### config.mk
export PLATFORM = sky130hd
export DESIGN_NAME = ocdc_top
export DESIGN_NICKNAME = d
export VERILOG_FILES = /design/src/logic/ocdc_pkg.sv /design/src/logic/ocdc_chan_decode.sv /design/src/logic/ocdc_top.sv
export VERILOG_INCLUDE_DIRS = /design/src /design/src/logic
export SDC_FILE = /design/constraint.sdc
export NUM_CORES = 1
export LEC_CHECK = 0
export ABC_AREA = 1
export ABC_CLOCK_PERIOD_IN_PS = 4100
export BUFFER_PORTS_ARGS = -buffer_cell sky130_fd_sc_hd__buf_2
export CORE_ASPECT_RATIO = 1.1
export CORE_MARGIN = 4
export CORE_UTILIZATION = 30
export DETAILED_ROUTE_END_ITERATION = 16
export SLEW_MARGIN = 30
export SYNTH_ARGS = -nofsm -noshare
export SYNTH_HDL_FRONTEND = slang
export SYNTH_HIERARCHICAL = 1
export SYNTH_SLANG_ARGS = --single-unit
### constraint.sdc
create_clock -name clk -period 4.1 [get_ports clk]
set_clock_uncertainty 0.15 [all_clocks]
set_input_delay 0 -clock clk [delete_from_list [all_inputs] [get_ports clk]]
set_output_delay 0 -clock clk [all_outputs]
set_load 0.01 [all_outputs]
### src/logic/ocdc_params.svh
`ifndef OCDC_PARAMS_SVH
`define OCDC_PARAMS_SVH

// Register byte addresses
`define OCDC_CH2_ADDR 8'h22
`define OCDC_CH3_ADDR 8'h23

// Field positions inside a channel control byte
`define OCDC_RSV_BIT 7
`define OCDC_FMT_MSB 6
`define OCDC_FMT_LSB 5
`define OCDC_SETA_MSB 4
`define OCDC_SETA_LSB 3
`define OCDC_SETB_MSB 2
`define OCDC_SETB_LSB 1

// Reset values
`define OCDC_FMT_RST 2'h1
`define OCDC_SETA_RST 2'h2
`define OCDC_SETB_RST 2'h0
`define OCDC_RSV_RST 1'h1

// Bits kept in non-volatile storage, per channel
`define OCDC_NVM_MASK_CH2 8'hFE
`define OCDC_NVM_MASK_CH3 8'h7E

// Tail current in mA for setting a codes 0..3
`define OCDC_TAIL_MA0 5'h04
`define OCDC_TAIL_MA1 5'h06
`define OCDC_TAIL_MA2 5'h08
`define OCDC_TAIL_MA3_HCSL 5'h10
`define OCDC_TAIL_MA3_AC 5'h08

// Load resistance in ohms for setting b codes 1..3
`define OCDC_LOAD_OHM1 8'h32
`define OCDC_LOAD_OHM2 8'h64
`define OCDC_LOAD_OHM3 8'hC8

`endif

### src/logic/ocdc_pkg.sv
package ocdc_pkg;
    // Output driver format, order matches the field encoding
    typedef enum logic [1:0] {
        OCDC_FMT_OFF,
        OCDC_FMT_AC_DIFF,
        OCDC_FMT_HCSL,
        OCDC_FMT_CMOS
    } ocdc_fmt_t;

    // Single-ended pin state, order matches the field encoding
    typedef enum logic [1:0] {
        OCDC_PIN_OFF_TRI,
        OCDC_PIN_OFF_LOW,
        OCDC_PIN_INVERTED,
        OCDC_PIN_NORMAL
    } ocdc_pin_t;
endpackage

### src/logic/ocdc_chan_decode.sv
`include "ocdc_params.svh"

// Turns one channel's stored fields into driver controls, purely combinational
module ocdc_chan_decode
    import ocdc_pkg::*;
(
    // Stored fields
    input wire logic [1:0] fmt,
    input wire logic [1:0] setting_a,
    input wire logic [1:0] setting_b,
    // Format and differential driver controls
    output logic diff_en,
    output logic hcsl_en,
    output logic cmos_en,
    output logic [4:0] tail_ma,
    output logic [7:0] load_ohm,
    output logic load_off,
    // Single-ended pin controls, positive then negative
    output logic p_pwr,
    output logic p_oe_n,
    output logic p_inv,
    output logic p_low,
    output logic n_pwr,
    output logic n_oe_n,
    output logic n_inv,
    output logic n_low
);
    // Pin decode shared by both pins: {pwr, oe_n, inv, low}
    function automatic logic [3:0] ocdc_pin_decode(input logic on, input logic [1:0] code);
        logic [3:0] r;
        r = 4'b0100;
        if (on) begin
            case (ocdc_pin_t'(code))
                OCDC_PIN_OFF_TRI: r = 4'b0100;
                OCDC_PIN_OFF_LOW: r = 4'b0001;
                OCDC_PIN_INVERTED: r = 4'b1010;
                default: r = 4'b1000;
            endcase
        end
        return r;
    endfunction

    // Format and differential settings
    always_comb begin
        diff_en = 1'b0;
        hcsl_en = 1'b0;
        cmos_en = 1'b0;
        tail_ma = 5'h00;
        load_ohm = 8'h00;
        load_off = 1'b1;
        case (ocdc_fmt_t'(fmt))
            OCDC_FMT_AC_DIFF: diff_en = 1'b1;
            OCDC_FMT_HCSL: begin
                diff_en = 1'b1;
                hcsl_en = 1'b1;
            end
            OCDC_FMT_CMOS: cmos_en = 1'b1;
            default: diff_en = 1'b0;
        endcase
        if (diff_en) begin
            case (setting_a)
                2'h0: tail_ma = `OCDC_TAIL_MA0;
                2'h1: tail_ma = `OCDC_TAIL_MA1;
                2'h2: tail_ma = `OCDC_TAIL_MA2;
                default: tail_ma = hcsl_en ? `OCDC_TAIL_MA3_HCSL : `OCDC_TAIL_MA3_AC;
            endcase
            case (setting_b)
                2'h1: load_ohm = `OCDC_LOAD_OHM1;
                2'h2: load_ohm = `OCDC_LOAD_OHM2;
                2'h3: load_ohm = `OCDC_LOAD_OHM3;
                default: load_ohm = 8'h00;
            endcase
            load_off = (setting_b == 2'h0);
        end
    end

    // Pins only come alive in single-ended format
    always_comb begin
        {p_pwr, p_oe_n, p_inv, p_low} = ocdc_pin_decode(cmos_en, setting_a);
        {n_pwr, n_oe_n, n_inv, n_low} = ocdc_pin_decode(cmos_en, setting_b);
    end
endmodule

### src/logic/ocdc_top.sv
`include "ocdc_params.svh"

module ocdc_top
    import ocdc_pkg::*;
(
    // Clock and reset
    input wire logic clk,
    input wire logic resetn,
    // Register port
    input wire logic [7:0] reg_addr,
    input wire logic [7:0] reg_wdata,
    input wire logic reg_wr,
    input wire logic reg_rd,
    output logic [7:0] reg_rdata,
    // Non-volatile image load and store
    input wire logic nvm_load,
    input wire logic [7:0] nvm_ch2_image,
    input wire logic [7:0] nvm_ch3_image,
    output logic [7:0] nvm_ch2_store,
    output logic [7:0] nvm_ch3_store,
    // Channel 2 driver controls
    output logic ch2_diff_en,
    output logic ch2_hcsl_en,
    output logic ch2_cmos_en,
    output logic [4:0] ch2_tail_ma,
    output logic [7:0] ch2_load_ohm,
    output logic ch2_load_off,
    output logic ch2_p_pwr,
    output logic ch2_p_oe_n,
    output logic ch2_p_inv,
    output logic ch2_p_low,
    output logic ch2_n_pwr,
    output logic ch2_n_oe_n,
    output logic ch2_n_inv,
    output logic ch2_n_low,
    // Channel 3 driver controls
    output logic ch3_diff_en,
    output logic ch3_hcsl_en,
    output logic ch3_cmos_en,
    output logic [4:0] ch3_tail_ma,
    output logic [7:0] ch3_load_ohm,
    output logic ch3_load_off,
    output logic ch3_p_pwr,
    output logic ch3_p_oe_n,
    output logic ch3_p_inv,
    output logic ch3_p_low,
    output logic ch3_n_pwr,
    output logic ch3_n_oe_n,
    output logic ch3_n_inv,
    output logic ch3_n_low
);
    // Builds a register byte; bit 0 is always zero
    function automatic logic [7:0] ocdc_pack(input logic rsv, input logic [1:0] fmt,
                                             input logic [1:0] a, input logic [1:0] b);
        return {rsv, fmt, a, b, 1'b0};
    endfunction

    // Stored fields, current and next
    logic [1:0] ch2_fmt_reg, ch2_fmt_next;
    logic [1:0] ch2_drive_setting_a_reg, ch2_drive_setting_a_next;
    logic [1:0] ch2_drive_setting_b_reg, ch2_drive_setting_b_next;
    logic ch2_reserved_bit_reg, ch2_reserved_bit_next;
    logic [1:0] ch3_fmt_reg, ch3_fmt_next;
    logic [1:0] ch3_drive_setting_a_reg, ch3_drive_setting_a_next;
    logic [1:0] ch3_drive_setting_b_reg, ch3_drive_setting_b_next;

    // Bus answer and storage image
    logic [7:0] rdata_reg, rdata_next;
    logic [7:0] ch2_store_reg, ch2_store_next;
    logic [7:0] ch3_store_reg, ch3_store_next;

    // Address hits
    logic hit_ch2;
    logic hit_ch3;

    // Decoded controls, combinational
    logic d2_diff, d2_hcsl, d2_cmos, d2_load_off;
    logic [4:0] d2_tail;
    logic [7:0] d2_load;
    logic d2_p_pwr, d2_p_oe_n, d2_p_inv, d2_p_low;
    logic d2_n_pwr, d2_n_oe_n, d2_n_inv, d2_n_low;
    logic d3_diff, d3_hcsl, d3_cmos, d3_load_off;
    logic [4:0] d3_tail;
    logic [7:0] d3_load;
    logic d3_p_pwr, d3_p_oe_n, d3_p_inv, d3_p_low;
    logic d3_n_pwr, d3_n_oe_n, d3_n_inv, d3_n_low;

    // Address decode
    always_comb begin
        hit_ch2 = 1'b0;
        hit_ch3 = 1'b0;
        if (reg_addr == `OCDC_CH2_ADDR) begin
            hit_ch2 = 1'b1;
        end else if (reg_addr == `OCDC_CH3_ADDR) begin
            hit_ch3 = 1'b1;
        end
    end

    // Field update: storage load first, a bus write in the same cycle wins
    always_comb begin
        ch2_fmt_next = ch2_fmt_reg;
        ch2_drive_setting_a_next = ch2_drive_setting_a_reg;
        ch2_drive_setting_b_next = ch2_drive_setting_b_reg;
        ch2_reserved_bit_next = ch2_reserved_bit_reg;
        ch3_fmt_next = ch3_fmt_reg;
        ch3_drive_setting_a_next = ch3_drive_setting_a_reg;
        ch3_drive_setting_b_next = ch3_drive_setting_b_reg;
        if (nvm_load) begin
            // Only stored bits come back from the image
            ch2_reserved_bit_next = nvm_ch2_image[`OCDC_RSV_BIT];
            ch2_fmt_next = nvm_ch2_image[`OCDC_FMT_MSB:`OCDC_FMT_LSB];
            ch2_drive_setting_a_next = nvm_ch2_image[`OCDC_SETA_MSB:`OCDC_SETA_LSB];
            ch2_drive_setting_b_next = nvm_ch2_image[`OCDC_SETB_MSB:`OCDC_SETB_LSB];
            ch3_fmt_next = nvm_ch3_image[`OCDC_FMT_MSB:`OCDC_FMT_LSB];
            ch3_drive_setting_a_next = nvm_ch3_image[`OCDC_SETA_MSB:`OCDC_SETA_LSB];
            ch3_drive_setting_b_next = nvm_ch3_image[`OCDC_SETB_MSB:`OCDC_SETB_LSB];
        end
        if (reg_wr && hit_ch2) begin
            // Bit 0 has no storage, so its write data is dropped
            ch2_reserved_bit_next = reg_wdata[`OCDC_RSV_BIT];
            ch2_fmt_next = reg_wdata[`OCDC_FMT_MSB:`OCDC_FMT_LSB];
            ch2_drive_setting_a_next = reg_wdata[`OCDC_SETA_MSB:`OCDC_SETA_LSB];
            ch2_drive_setting_b_next = reg_wdata[`OCDC_SETB_MSB:`OCDC_SETB_LSB];
        end else if (reg_wr && hit_ch3) begin
            // Bits 7 and 0 have no storage on this channel
            ch3_fmt_next = reg_wdata[`OCDC_FMT_MSB:`OCDC_FMT_LSB];
            ch3_drive_setting_a_next = reg_wdata[`OCDC_SETA_MSB:`OCDC_SETA_LSB];
            ch3_drive_setting_b_next = reg_wdata[`OCDC_SETB_MSB:`OCDC_SETB_LSB];
        end
    end

    // Read answer and storage image
    always_comb begin
        rdata_next = 8'h00;
        if (reg_rd) begin
            if (hit_ch2) begin
                rdata_next = ocdc_pack(ch2_reserved_bit_reg, ch2_fmt_reg,
                                       ch2_drive_setting_a_reg, ch2_drive_setting_b_reg);
            end else if (hit_ch3) begin
                // Bit 7 reads zero here
                rdata_next = ocdc_pack(1'b0, ch3_fmt_reg,
                                       ch3_drive_setting_a_reg, ch3_drive_setting_b_reg);
            end
        end
        // Mask keeps unstored bits out of the image
        ch2_store_next = `OCDC_NVM_MASK_CH2 & ocdc_pack(ch2_reserved_bit_reg, ch2_fmt_reg,
                         ch2_drive_setting_a_reg, ch2_drive_setting_b_reg);
        ch3_store_next = `OCDC_NVM_MASK_CH3 & ocdc_pack(1'b0, ch3_fmt_reg,
                         ch3_drive_setting_a_reg, ch3_drive_setting_b_reg);
    end

    // Register stage for fields, answer and image
    always_ff @(posedge clk) begin
        if (!resetn) begin
            ch2_fmt_reg <= `OCDC_FMT_RST;
            ch2_drive_setting_a_reg <= `OCDC_SETA_RST;
            ch2_drive_setting_b_reg <= `OCDC_SETB_RST;
            ch2_reserved_bit_reg <= `OCDC_RSV_RST;
            ch3_fmt_reg <= `OCDC_FMT_RST;
            ch3_drive_setting_a_reg <= `OCDC_SETA_RST;
            ch3_drive_setting_b_reg <= `OCDC_SETB_RST;
            rdata_reg <= 8'h00;
            ch2_store_reg <= 8'h00;
            ch3_store_reg <= 8'h00;
        end else begin
            ch2_fmt_reg <= ch2_fmt_next;
            ch2_drive_setting_a_reg <= ch2_drive_setting_a_next;
            ch2_drive_setting_b_reg <= ch2_drive_setting_b_next;
            ch2_reserved_bit_reg <= ch2_reserved_bit_next;
            ch3_fmt_reg <= ch3_fmt_next;
            ch3_drive_setting_a_reg <= ch3_drive_setting_a_next;
            ch3_drive_setting_b_reg <= ch3_drive_setting_b_next;
            rdata_reg <= rdata_next;
            ch2_store_reg <= ch2_store_next;
            ch3_store_reg <= ch3_store_next;
        end
    end

    assign reg_rdata = rdata_reg;
    assign nvm_ch2_store = ch2_store_reg;
    assign nvm_ch3_store = ch3_store_reg;

    // Channel 2 decode
    ocdc_chan_decode u_dec2 (
        .fmt(ch2_fmt_reg),
        .setting_a(ch2_drive_setting_a_reg),
        .setting_b(ch2_drive_setting_b_reg),
        .diff_en(d2_diff),
        .hcsl_en(d2_hcsl),
        .cmos_en(d2_cmos),
        .tail_ma(d2_tail),
        .load_ohm(d2_load),
        .load_off(d2_load_off),
        .p_pwr(d2_p_pwr),
        .p_oe_n(d2_p_oe_n),
        .p_inv(d2_p_inv),
        .p_low(d2_p_low),
        .n_pwr(d2_n_pwr),
        .n_oe_n(d2_n_oe_n),
        .n_inv(d2_n_inv),
        .n_low(d2_n_low)
    );

    // Channel 3 decode
    ocdc_chan_decode u_dec3 (
        .fmt(ch3_fmt_reg),
        .setting_a(ch3_drive_setting_a_reg),
        .setting_b(ch3_drive_setting_b_reg),
        .diff_en(d3_diff),
        .hcsl_en(d3_hcsl),
        .cmos_en(d3_cmos),
        .tail_ma(d3_tail),
        .load_ohm(d3_load),
        .load_off(d3_load_off),
        .p_pwr(d3_p_pwr),
        .p_oe_n(d3_p_oe_n),
        .p_inv(d3_p_inv),
        .p_low(d3_p_low),
        .n_pwr(d3_n_pwr),
        .n_oe_n(d3_n_oe_n),
        .n_inv(d3_n_inv),
        .n_low(d3_n_low)
    );

    // Driver controls are retimed so the analogue side sees clean levels;
    // costs one cycle after each field change. Reset parks every driver off.
    always_ff @(posedge clk) begin
        if (!resetn) begin
            ch2_diff_en <= 1'b0;
            ch2_hcsl_en <= 1'b0;
            ch2_cmos_en <= 1'b0;
            ch2_tail_ma <= 5'h00;
            ch2_load_ohm <= 8'h00;
            ch2_load_off <= 1'b1;
            ch2_p_pwr <= 1'b0;
            ch2_p_oe_n <= 1'b1;
            ch2_p_inv <= 1'b0;
            ch2_p_low <= 1'b0;
            ch2_n_pwr <= 1'b0;
            ch2_n_oe_n <= 1'b1;
            ch2_n_inv <= 1'b0;
            ch2_n_low <= 1'b0;
            ch3_diff_en <= 1'b0;
            ch3_hcsl_en <= 1'b0;
            ch3_cmos_en <= 1'b0;
            ch3_tail_ma <= 5'h00;
            ch3_load_ohm <= 8'h00;
            ch3_load_off <= 1'b1;
            ch3_p_pwr <= 1'b0;
            ch3_p_oe_n <= 1'b1;
            ch3_p_inv <= 1'b0;
            ch3_p_low <= 1'b0;
            ch3_n_pwr <= 1'b0;
            ch3_n_oe_n <= 1'b1;
            ch3_n_inv <= 1'b0;
            ch3_n_low <= 1'b0;
        end else begin
            ch2_diff_en <= d2_diff;
            ch2_hcsl_en <= d2_hcsl;
            ch2_cmos_en <= d2_cmos;
            ch2_tail_ma <= d2_tail;
            ch2_load_ohm <= d2_load;
            ch2_load_off <= d2_load_off;
            ch2_p_pwr <= d2_p_pwr;
            ch2_p_oe_n <= d2_p_oe_n;
            ch2_p_inv <= d2_p_inv;
            ch2_p_low <= d2_p_low;
            ch2_n_pwr <= d2_n_pwr;
            ch2_n_oe_n <= d2_n_oe_n;
            ch2_n_inv <= d2_n_inv;
            ch2_n_low <= d2_n_low;
            ch3_diff_en <= d3_diff;
            ch3_hcsl_en <= d3_hcsl;
            ch3_cmos_en <= d3_cmos;
            ch3_tail_ma <= d3_tail;
            ch3_load_ohm <= d3_load;
            ch3_load_off <= d3_load_off;
            ch3_p_pwr <= d3_p_pwr;
            ch3_p_oe_n <= d3_p_oe_n;
            ch3_p_inv <= d3_p_inv;
            ch3_p_low <= d3_p_low;
            ch3_n_pwr <= d3_n_pwr;
            ch3_n_oe_n <= d3_n_oe_n;
            ch3_n_inv <= d3_n_inv;
            ch3_n_low <= d3_n_low;
        end
    end
endmodule

Word level (Yosys, flattened, before mapping) --
Index checks and enable logic that the tools add are counted.
Storage, ports and cells: word-level logic and storage cells 114, input port bits 37, register bits after elaboration 87, output and inout port bits 74
Operators by class: reduce and logical (&&, ||, !) cells 15, bitwise gates (word level) 2, equal/unequal tests 18, multiplexer cells 38
Operators by type and width (count):
- one-hot mux 4 bit (3 select lines) | 4
- one-hot mux 8 bit (3 select lines) | 2
- two-way mux 2 bit | 15
- one-hot mux 5 bit (3 select lines) | 2
- equality test 2 bit, second input constant | 10
- equality test 8 x 6 -> 1 bit, second input constant | 2
- equality test 2 x 1 -> 1 bit, second input constant | 6
- two-way mux 1 bit | 11
- two-way mux 5 bit | 2
- AND reduction 2 bit | 5
- logical NOT 2 bit | 4
- two-way mux 8 bit | 1
- two-way mux 7 bit | 1
- OR reduction 2 bit | 2
- OR reduction 3 bit | 1
- logical AND 1 bit | 2
- inverter 1 bit | 2
- nonzero test 2 bit | 1

Logic depth before layout (Yosys ltp) --
Gate-level depths: netlist (run 1).
depth after elaboration 6, depth in mapped cells 9, depth with buffers taken out 8

Modules after synthesis --
The synthesis (run 1) kept the hierarchy.
Modules (own cells, without submodules):
- ocdc_top | instances 1, area an instance 2776.4 sq um, cells each 336, sequential area each 1661.6 sq um
- ocdc_chan_decode (u_dec3) | instances 1, area an instance 299.0 sq um, cells each 53, sequential area each 0.0 sq um
- ocdc_chan_decode (u_dec2) | instances 1, area an instance 295.3 sq um, cells each 52, sequential area each 0.0 sq um

Least setup slack after synthesis (run 1) --
Ideal clock, no wire load.
kind reg2reg, from register ch3_fmt_reg[0], to register ch3_load_off, path buffers 0, required time 3.827 ns, stages on the path, launching flop included 6, setup time 0.123 ns, period minus slack after synthesis 1.470 ns, arrival time 1.196 ns, path slack 2.630 ns, path through dfxtp_1 > inv_1 > ha_1 > inv_2 > nand2_2 > or2_2
Between the ends: longest elaborated chain between the ends 4, elaborated cells between the ends (all ways) 5, classes of those cells eq/ne: 2; mux: 1; reduce/logical: 2
Ends and longest elaborated chain:
- start: declaration | RTL line ocdc_top.sv:63 | logic [1:0] ch3_fmt_reg, ch3_fmt_next;
- start signal: assignment | RTL line ocdc_top.sv:159 | ch3_fmt_reg <= `OCDC_FMT_RST;
- start signal: assignment | RTL line ocdc_top.sv:170 | ch3_fmt_reg <= ch3_fmt_next;
- equality test 2 x 1 -> 1 bit / equality test 2 bit (equally long branches) | RTL line ocdc_chan_decode.sv:51 | case (ocdc_fmt_t'(fmt))
- OR reduction 2 bit (no line) *
- two-way mux 1 bit * | RTL line ocdc_chan_decode.sv:51
- via d3_diff | RTL line ocdc_top.sv:82 | logic d3_diff, d3_hcsl, d3_cmos, d3_load_off;
- AND reduction 2 bit (no line) *
- end signal: assignment | RTL line ocdc_top.sv:277 | ch3_load_off <= d3_load_off;
- end: declaration | RTL line ocdc_top.sv:42 | output logic ch3_load_off,
The timed path passes the listed nets; every way through them passes the cells marked *. A chain may end at the register's enable or synchronous reset.

Worst setup path in the final report (run 1) --
from input port reg_addr[4], to register rdata_reg[1], in the netlist reg_rdata[1]
Between the ends: longest elaborated chain between the ends 5, elaborated cells between the ends (all ways) 7, classes of those cells eq/ne: 2; mux: 5
Ends and longest elaborated chain:
- start: declaration | RTL line ocdc_top.sv:10 | input wire logic [7:0] reg_addr,
- equality test 8 x 6 -> 1 bit (no line)
- two-way mux 1 bit | RTL line ocdc_top.sv:94 | end else if (reg_addr == `OCDC_CH3_ADDR) begin
- two-way mux 1 bit | RTL line ocdc_top.sv:92 | if (reg_addr == `OCDC_CH2_ADDR) begin
- two-way mux 7 bit | RTL line ocdc_top.sv:139 | end else if (hit_ch3) begin
- two-way mux 8 bit * | RTL line ocdc_top.sv:136 | if (hit_ch2) begin
- end signal: assignment | RTL line ocdc_top.sv:173 | rdata_reg <= rdata_next;
- end: declaration | RTL line ocdc_top.sv:68 | logic [7:0] rdata_reg, rdata_next;
Mark *: on every way between the ends. The rest lies on a longest branch, timed or not.

==> flow_metrics.tcl, run 1 <==
set metrics [dict create \
    switching_share_pct 23.2 \
    synth.area.top_cells "dfxtp_1 (49%), nand2_1 (14%), inv_1 (11%)" \
    clkPwrFrac_pct 43.2 \
    gr-max-usage-layer "met2" \
    setup_ws_ns 1.10 \
    max_slew.worst_pin.slew_ns 0.612 \
    antenna_found_initial 0 \
    routed_wl_um 8110 \
    grt-ovfl-total 0 \
    start_util_pct 30.8 \
    grt_pass1_wl_um 13300 \
    syn_inst 441 \
    port_buffers 102 \
    io_pins 111 \
    antenna_left 0 \
    fin_nets 630 \
    grt_pass1_vias 2901 \
    first_pass_iters 4 \
    drtIter0Drc 131 \
    numCtsBuffers 9 \
    htree_levels 3 \
    yosysSeqAreaShare_pct 49.3 \
    yosysWarningCount 6 \
    syn_to_final_growth_pct 37.2 \
    synth_seq_cells 83 \
    clock_path_buffers 2 \
    synthFlopType "dfxtp_1" \
    p_per_area_nw_per_um2 395 \
    cp-end-kind "register" \
    ir_drop_mv 0.178 \
    hold_viol_final 0 \
    worst-setup-path-type "input pin to register" \
    start_kind "input pin" \
    hold_class "input pin to register" \
    use_met1_pct 15.8 \
    fin_tns_setup_ns 0 \
    final_cell_mix "nand2_1 (125), buf_2 (102), inv_1 (95)" \
    core_area_um2 11000 \
    intPower_uw 1400 \
    dp_slack_ns 2.39 \
    cap_violations 0 \
    die-area_um2 13000 \
    post-cts-setup-buffer-count 0 \
    fin_area_um2 4620 \
    place_hpwl_um 5690 \
    grt_max_degree 65 \
    synthArstFlopShare_pct 0 \
    final_common_cell "nand2_1" \
    clk_pin_slew_ns 0.06 \
    fp.dieH_um 119 \
    worstSkewPairLatency_ns 0.33 \
    worstPathArrival_ns 3.11 \
    grt_usage_pct 13.1 \
    slew_headroom_pct 59.2 \
    synth_top_cell_by_area "dfxtp_1" \
    viasPerCell 4.02 \
    cts_tree "done" \
    drive_gt1_share_pct 24.7 \
    place_area_um2 3940 \
    rsz0062_at_grt "no" \
    die_x_um 109 \
    drc 0 \
    synth_top_area_share_pct 49.3 \
    crit_required_ns 4.21 \
    synth_edf_count 0 \
    max_freq_ghz 0.333 \
    vias 2920 \
    cts_sinks 83 \
    antenna_cells 0 \
    cts_root_buffer "clkbuf_16" \
    synth.cell_area_um2 3370 \
    reg_top3 "ch2_load_ohm (8), ch3_load_ohm (8)" \
    met2_usage_pct 21.8 \
    fin_crit_ns 3.00 \
    p_leak_uw 0.00276 \
    globalplace.congestion 0.828 \
    combPwrFrac_pct 9.9 \
    cp_max_fo 8 \
    status "completed" \
    final_max_slew_viol_count 0 \
    finalSetupViolCount 0 \
    p_total_uw 1830 \
    finalCritPeriodShare_pct 73.2 \
    ys_types 29 \
    use_met3_pct 3.25 \
    avgSynthCellArea_um2 7.64 \
    rows 40 \
    wire_per_inst_um 11.2 \
    power_frac_seq_pct 46.9 \
    power_switching_uw 424 \
]
-- final cells by class --
cell class / instances / area [um^2]
Clock buffer: 11 / 243
Inverter: 101 / 380
Fill cell: 1111 / 6340
Timing Repair Buffer: 142 / 908
Sequential cell: 83 / 1660
Tap cell: 147 / 184
Multi-Input combinational cell: 238 / 1190
Clock inverter: 5 / 52.6
-- logic make-up (layout without fill, tap and decap cells) --
| logic type | after synthesis | in the layout | synth area share [%] |
|---|---|---|---|
| compound gates | 22 | 22 | 3.64 |
| other cells | 3 | 8 | 0.334 |
| simple gates | 190 | 190 | 24.2 |
| fa+ha+maj | 18 | 18 | 6.68 |
| flops | 83 | 83 | 49.3 |
| buf+inv | 125 | 259 | 15.8 |
-- through the flow --
step / utilization [%] / hold WS (ns) / cells
after floorplan: - / -0.0345 / 446
after global placement: 35.9 / 0.0805 / 672
after detailed placement: 35.9 / 0.0890 / 672
after CTS: 42.2 / 0.00873 / 727
after global routing: 42.2 / 0.0423 / 727
final: 42.2 / 0.0234 / 727
-- worst max-delay path, stage by stage --
cell and delay, ns:
dlygate4sd3_1 0.53, buf_2 0.12, inv_1 0.04, nand2_1 0.03
dlygate4sd3_1 0.56, nor2_2 0.36, dlygate4sd3_1 0.70, nand3_1 0.08
dlygate4sd3_1 0.56, a21oi_1 0.14
-- power groups by stage --
stage	clock network, uW	registers (uW)	logic, uW
2_1_floorplan	0	881	90.6
3_3_place_gp	0	876	150
3_5_place_dp	0	876	153
4_1_cts	809	858	180
5_1_grt	848	861	204
6_report	789	857	180
-- synth_stat cells, types with 3 or more instances --
cell type    n
buf_4       13
buf_1        3
a21oi_1     14
o21ai_0      3
ha_1        18
nor2_1      27
conb_1       3
nand2_2      4
dfxtp_1     83
nand2_1    125
nand3_1     15
or2_2        8
inv_2        5
buf_2        5
inv_1       95
-- routing by layer --
metal,routed length [um],part of all wire [%]
met1,3630,45
met3,557,6.9
met2,3760,46
met4,165,2.0
met5,0,0
-- final timing paths --
check | startpoint | to | slack, ns | cells past startpoint
setup reg to reg | ch3_fmt_reg[1]$_SDFF_PN0_ | ch3_n_oe_n$_SDFF_PN1_ | 2.39 | 4
hold reg to reg | ch2_reserved_bit_reg$_SDFFE_PN1P_ | nvm_ch2_store[7]$_SDFF_PN0_ | 0.30 | 2
hold / removal | nvm_load | ch2_drive_setting_b_reg[0]$_SDFFE_PN0P_ | 0.02 | 5
setup / recovery | reg_addr[4] | reg_rdata[1]$_SDFF_PN0_ | 1.10 | 10
-- repair_timing --
item	in CTS	in global routing
endpoints found under the hold margin	20	0
gates resized for setup	0	0
hold buffers	39	0
setup endpoints to repair	0	0
Power figures use the tool's default switching activity.
==> inputs of run 2 (changes only) <==
--- a/config.mk
+++ b/config.mk
@@ -7,7 +7,7 @@
 export NUM_CORES = 1
 export LEC_CHECK = 0
 export ABC_AREA = 1
-export ABC_CLOCK_PERIOD_IN_PS = 4100
+export ABC_CLOCK_PERIOD_IN_PS = 2700
 export BUFFER_PORTS_ARGS = -buffer_cell sky130_fd_sc_hd__buf_2
 export CORE_ASPECT_RATIO = 1.1
 export CORE_MARGIN = 4
==> constraint.sdc (replaced) <==
create_clock -name clk -period 2.7 [get_ports clk]
set_clock_uncertainty 0.15 [all_clocks]
set_input_delay 0 -clock clk [delete_from_list [all_inputs] [get_ports clk]]
set_output_delay 0 -clock clk [all_outputs]
set_load 0.01 [all_outputs]
==> run 2 against run 1 <==
Clock power grew 39%; combinational power increased by 54%; setup slack worse by 0.88 ns; non-clock buffer count is 3 higher; cell area grew 0.22%; die area unchanged; critical path depth is the same; register-to-register slack got worse by 1.4 ns; sequential share of layout area down 0.078 points; utilization grew 0.091 points; critical path type unchanged; critical endpoint is now ch2_reserved_bit_reg$_SDFFE_PN1P_; highest routed layer unchanged.
==> flow_metrics.tcl, run 2 (synthesis gave the netlist of run 1 again) <==
set metrics [dict create \
    die_x_um 109 \
    p_leak_uw 0.00276 \
    start_util_pct 30.8 \
    cp-end-kind "register" \
    crit_required_ns 2.77 \
    fin_nets 633 \
    multi_input_area_um2 1200 \
    clock_path_buffers 2 \
    min_to "reg_rdata[6]$_SDFF_PN0_" \
    holdCritStartpoint "reg_addr[2]" \
    drive_gt1_share_pct 24.4 \
    place_hpwl_um 5880 \
    r2r_cells 4 \
    finalSetupViolCount 0 \
    reg_top3 "ch2_load_ohm (8), ch3_load_ohm (8)" \
    htree_levels 3 \
    p_total_uw 2680 \
    post-route-util_pct 42.3 \
    seq_area_um2 1660 \
    final_max_slew_viol_count 0 \
    rows 40 \
    viasPerCell 4.04 \
    final_cell_mix "nand2_1 (125), buf_2 (102), inv_1 (95)" \
    p_per_area_nw_per_um2 579 \
    grt_pass1_wl_um 13000 \
    cts_tree "done" \
    die-area_um2 13000 \
    worstPathArrival_ns 2.55 \
    antenna_left 0 \
    wire_per_inst_um 11.3 \
    hold_class "input pin to register" \
    final_common_cell "nand2_1" \
    cp_max_fo 17 \
    grt_usage_pct 12.9 \
    r2r_slack_ns 1.02 \
    ir_drop_mv 0.215 \
    cts_sinks 83 \
    grt_max_degree 44 \
    clk_pin_slew_ns 0.06 \
    fp.dieH_um 119 \
    worst-setup-path-type "input pin to register" \
    max_freq_ghz 0.403 \
    antenna_found_initial 0 \
    fin_crit_ns 2.48 \
    worstSkewPairLatency_ns 0.33 \
    antenna_cells 0 \
    syn_to_final_growth_pct 37.5 \
    grt-ovfl-total 0 \
    r2r_start "ch3_fmt_reg[1]$_SDFF_PN0_" \
    rsz0062_at_grt "no" \
    first_pass_iters 4 \
    io_pins 111 \
    hold_viol_final 0 \
    start_kind "input pin" \
    routed_wl_um 8190 \
    globalplace.congestion 0.813 \
    numCtsBuffers 9 \
    r2r-end "ch3_n_oe_n$_SDFF_PN1_" \
    port_buffers 102 \
    drtIter0Drc 99 \
    fin_tns_setup_ns 0 \
    drc 0 \
    fillers 1119 \
    core_area_um2 11000 \
    cap_violations 0 \
    post-cts-setup-buffer-count 0 \
    min_path_cells 6 \
    cts_root_buffer "clkbuf_16" \
    status "completed" \
    grt_pass1_vias 2832 \
    finalCritPeriodShare_pct 91.9 \
    vias 2941 \
]
[run 2: cell count changes in the layout (fill, tap and decap cells not counted)]
cell	change
bufinv_16	-1
clkbuf_1	-1
dlygate4sd3_1	+3
nand3_2	-1
clkinvlp_4	-1
nand3_4	+1
clkbuf_8	+1
[run 2: worst max-delay path by stage]
stage,from,endpoint,slack (ns)
2_1_floorplan,ch3_fmt_reg[0]$_SDFF_PN1_,ch3_load_off$_SDFF_PN1_,1.23
3_3_place_gp,ch3_fmt_reg[1]$_SDFF_PN0_,ch3_n_oe_n$_SDFF_PN1_,1.06
3_5_place_dp,ch3_fmt_reg[1]$_SDFF_PN0_,ch3_n_oe_n$_SDFF_PN1_,1.04
4_1_cts,reg_addr[3],ch2_drive_setting_a_reg[1]$_SDFFE_PN1P_,0.16
5_1_grt,reg_addr[3],ch2_reserved_bit_reg$_SDFFE_PN1P_,0.09
6_report,reg_addr[3],ch2_reserved_bit_reg$_SDFFE_PN1P_,0.22
[run 2: power breakdown]
part           internal (uW)  switching [uW]
combinational            127             151
clock                    657             446
sequential              1270            32.0
total                   2050             629
[run 2: layout make-up]
type,count,area share [%]
flip-flops and latches,83,35.9
repair buffers,145,20.2
multi-input cells,238,25.9
clock inverters,3,0.324
inverters,101,8.21
clock buffers,11,5.45
well taps,147,3.97
[run 2: layer usage]
metal	share of wire (%)	routed length, um	track usage [%]
met4	2.0	165	5.84
met1	44	3610	15.5
met5	0	0	0
met2	46	3780	21.6
met3	7.7	632	3.14
[run 2: worst max-delay path, cell delays in order]
cell	delay, ns
dlygate4sd3_1	0.53
buf_2	0.12
inv_1	0.06
nand2_2	0.08
nor2_4	0.17
nand3_4	0.21
o21ai_2	0.19
dlygate4sd3_1	0.56
nand3_1	0.06
dlygate4sd3_1	0.57
[run 2: through the flow]
stage               hold WS, ns  setup slack (ns)  instance area, um^2  cells
CTS                     0.00517             0.157                 4630    728
floorplan               -0.0345              1.23                 3390    446
finish                   0.0126             0.219                 4630    728
global route             0.0646            0.0855                 4630    728
detailed placement       0.0866              1.04                 3940    672
global placement         0.0801              1.06                 3940    672
[run 2: timing repair]
item / in CTS / in global routing
endpoints found under the setup margin: 0 / 2
hold buffers: 42 / 0
endpoints found under the hold margin: 34 / 0
gates resized for setup: 0 / 1
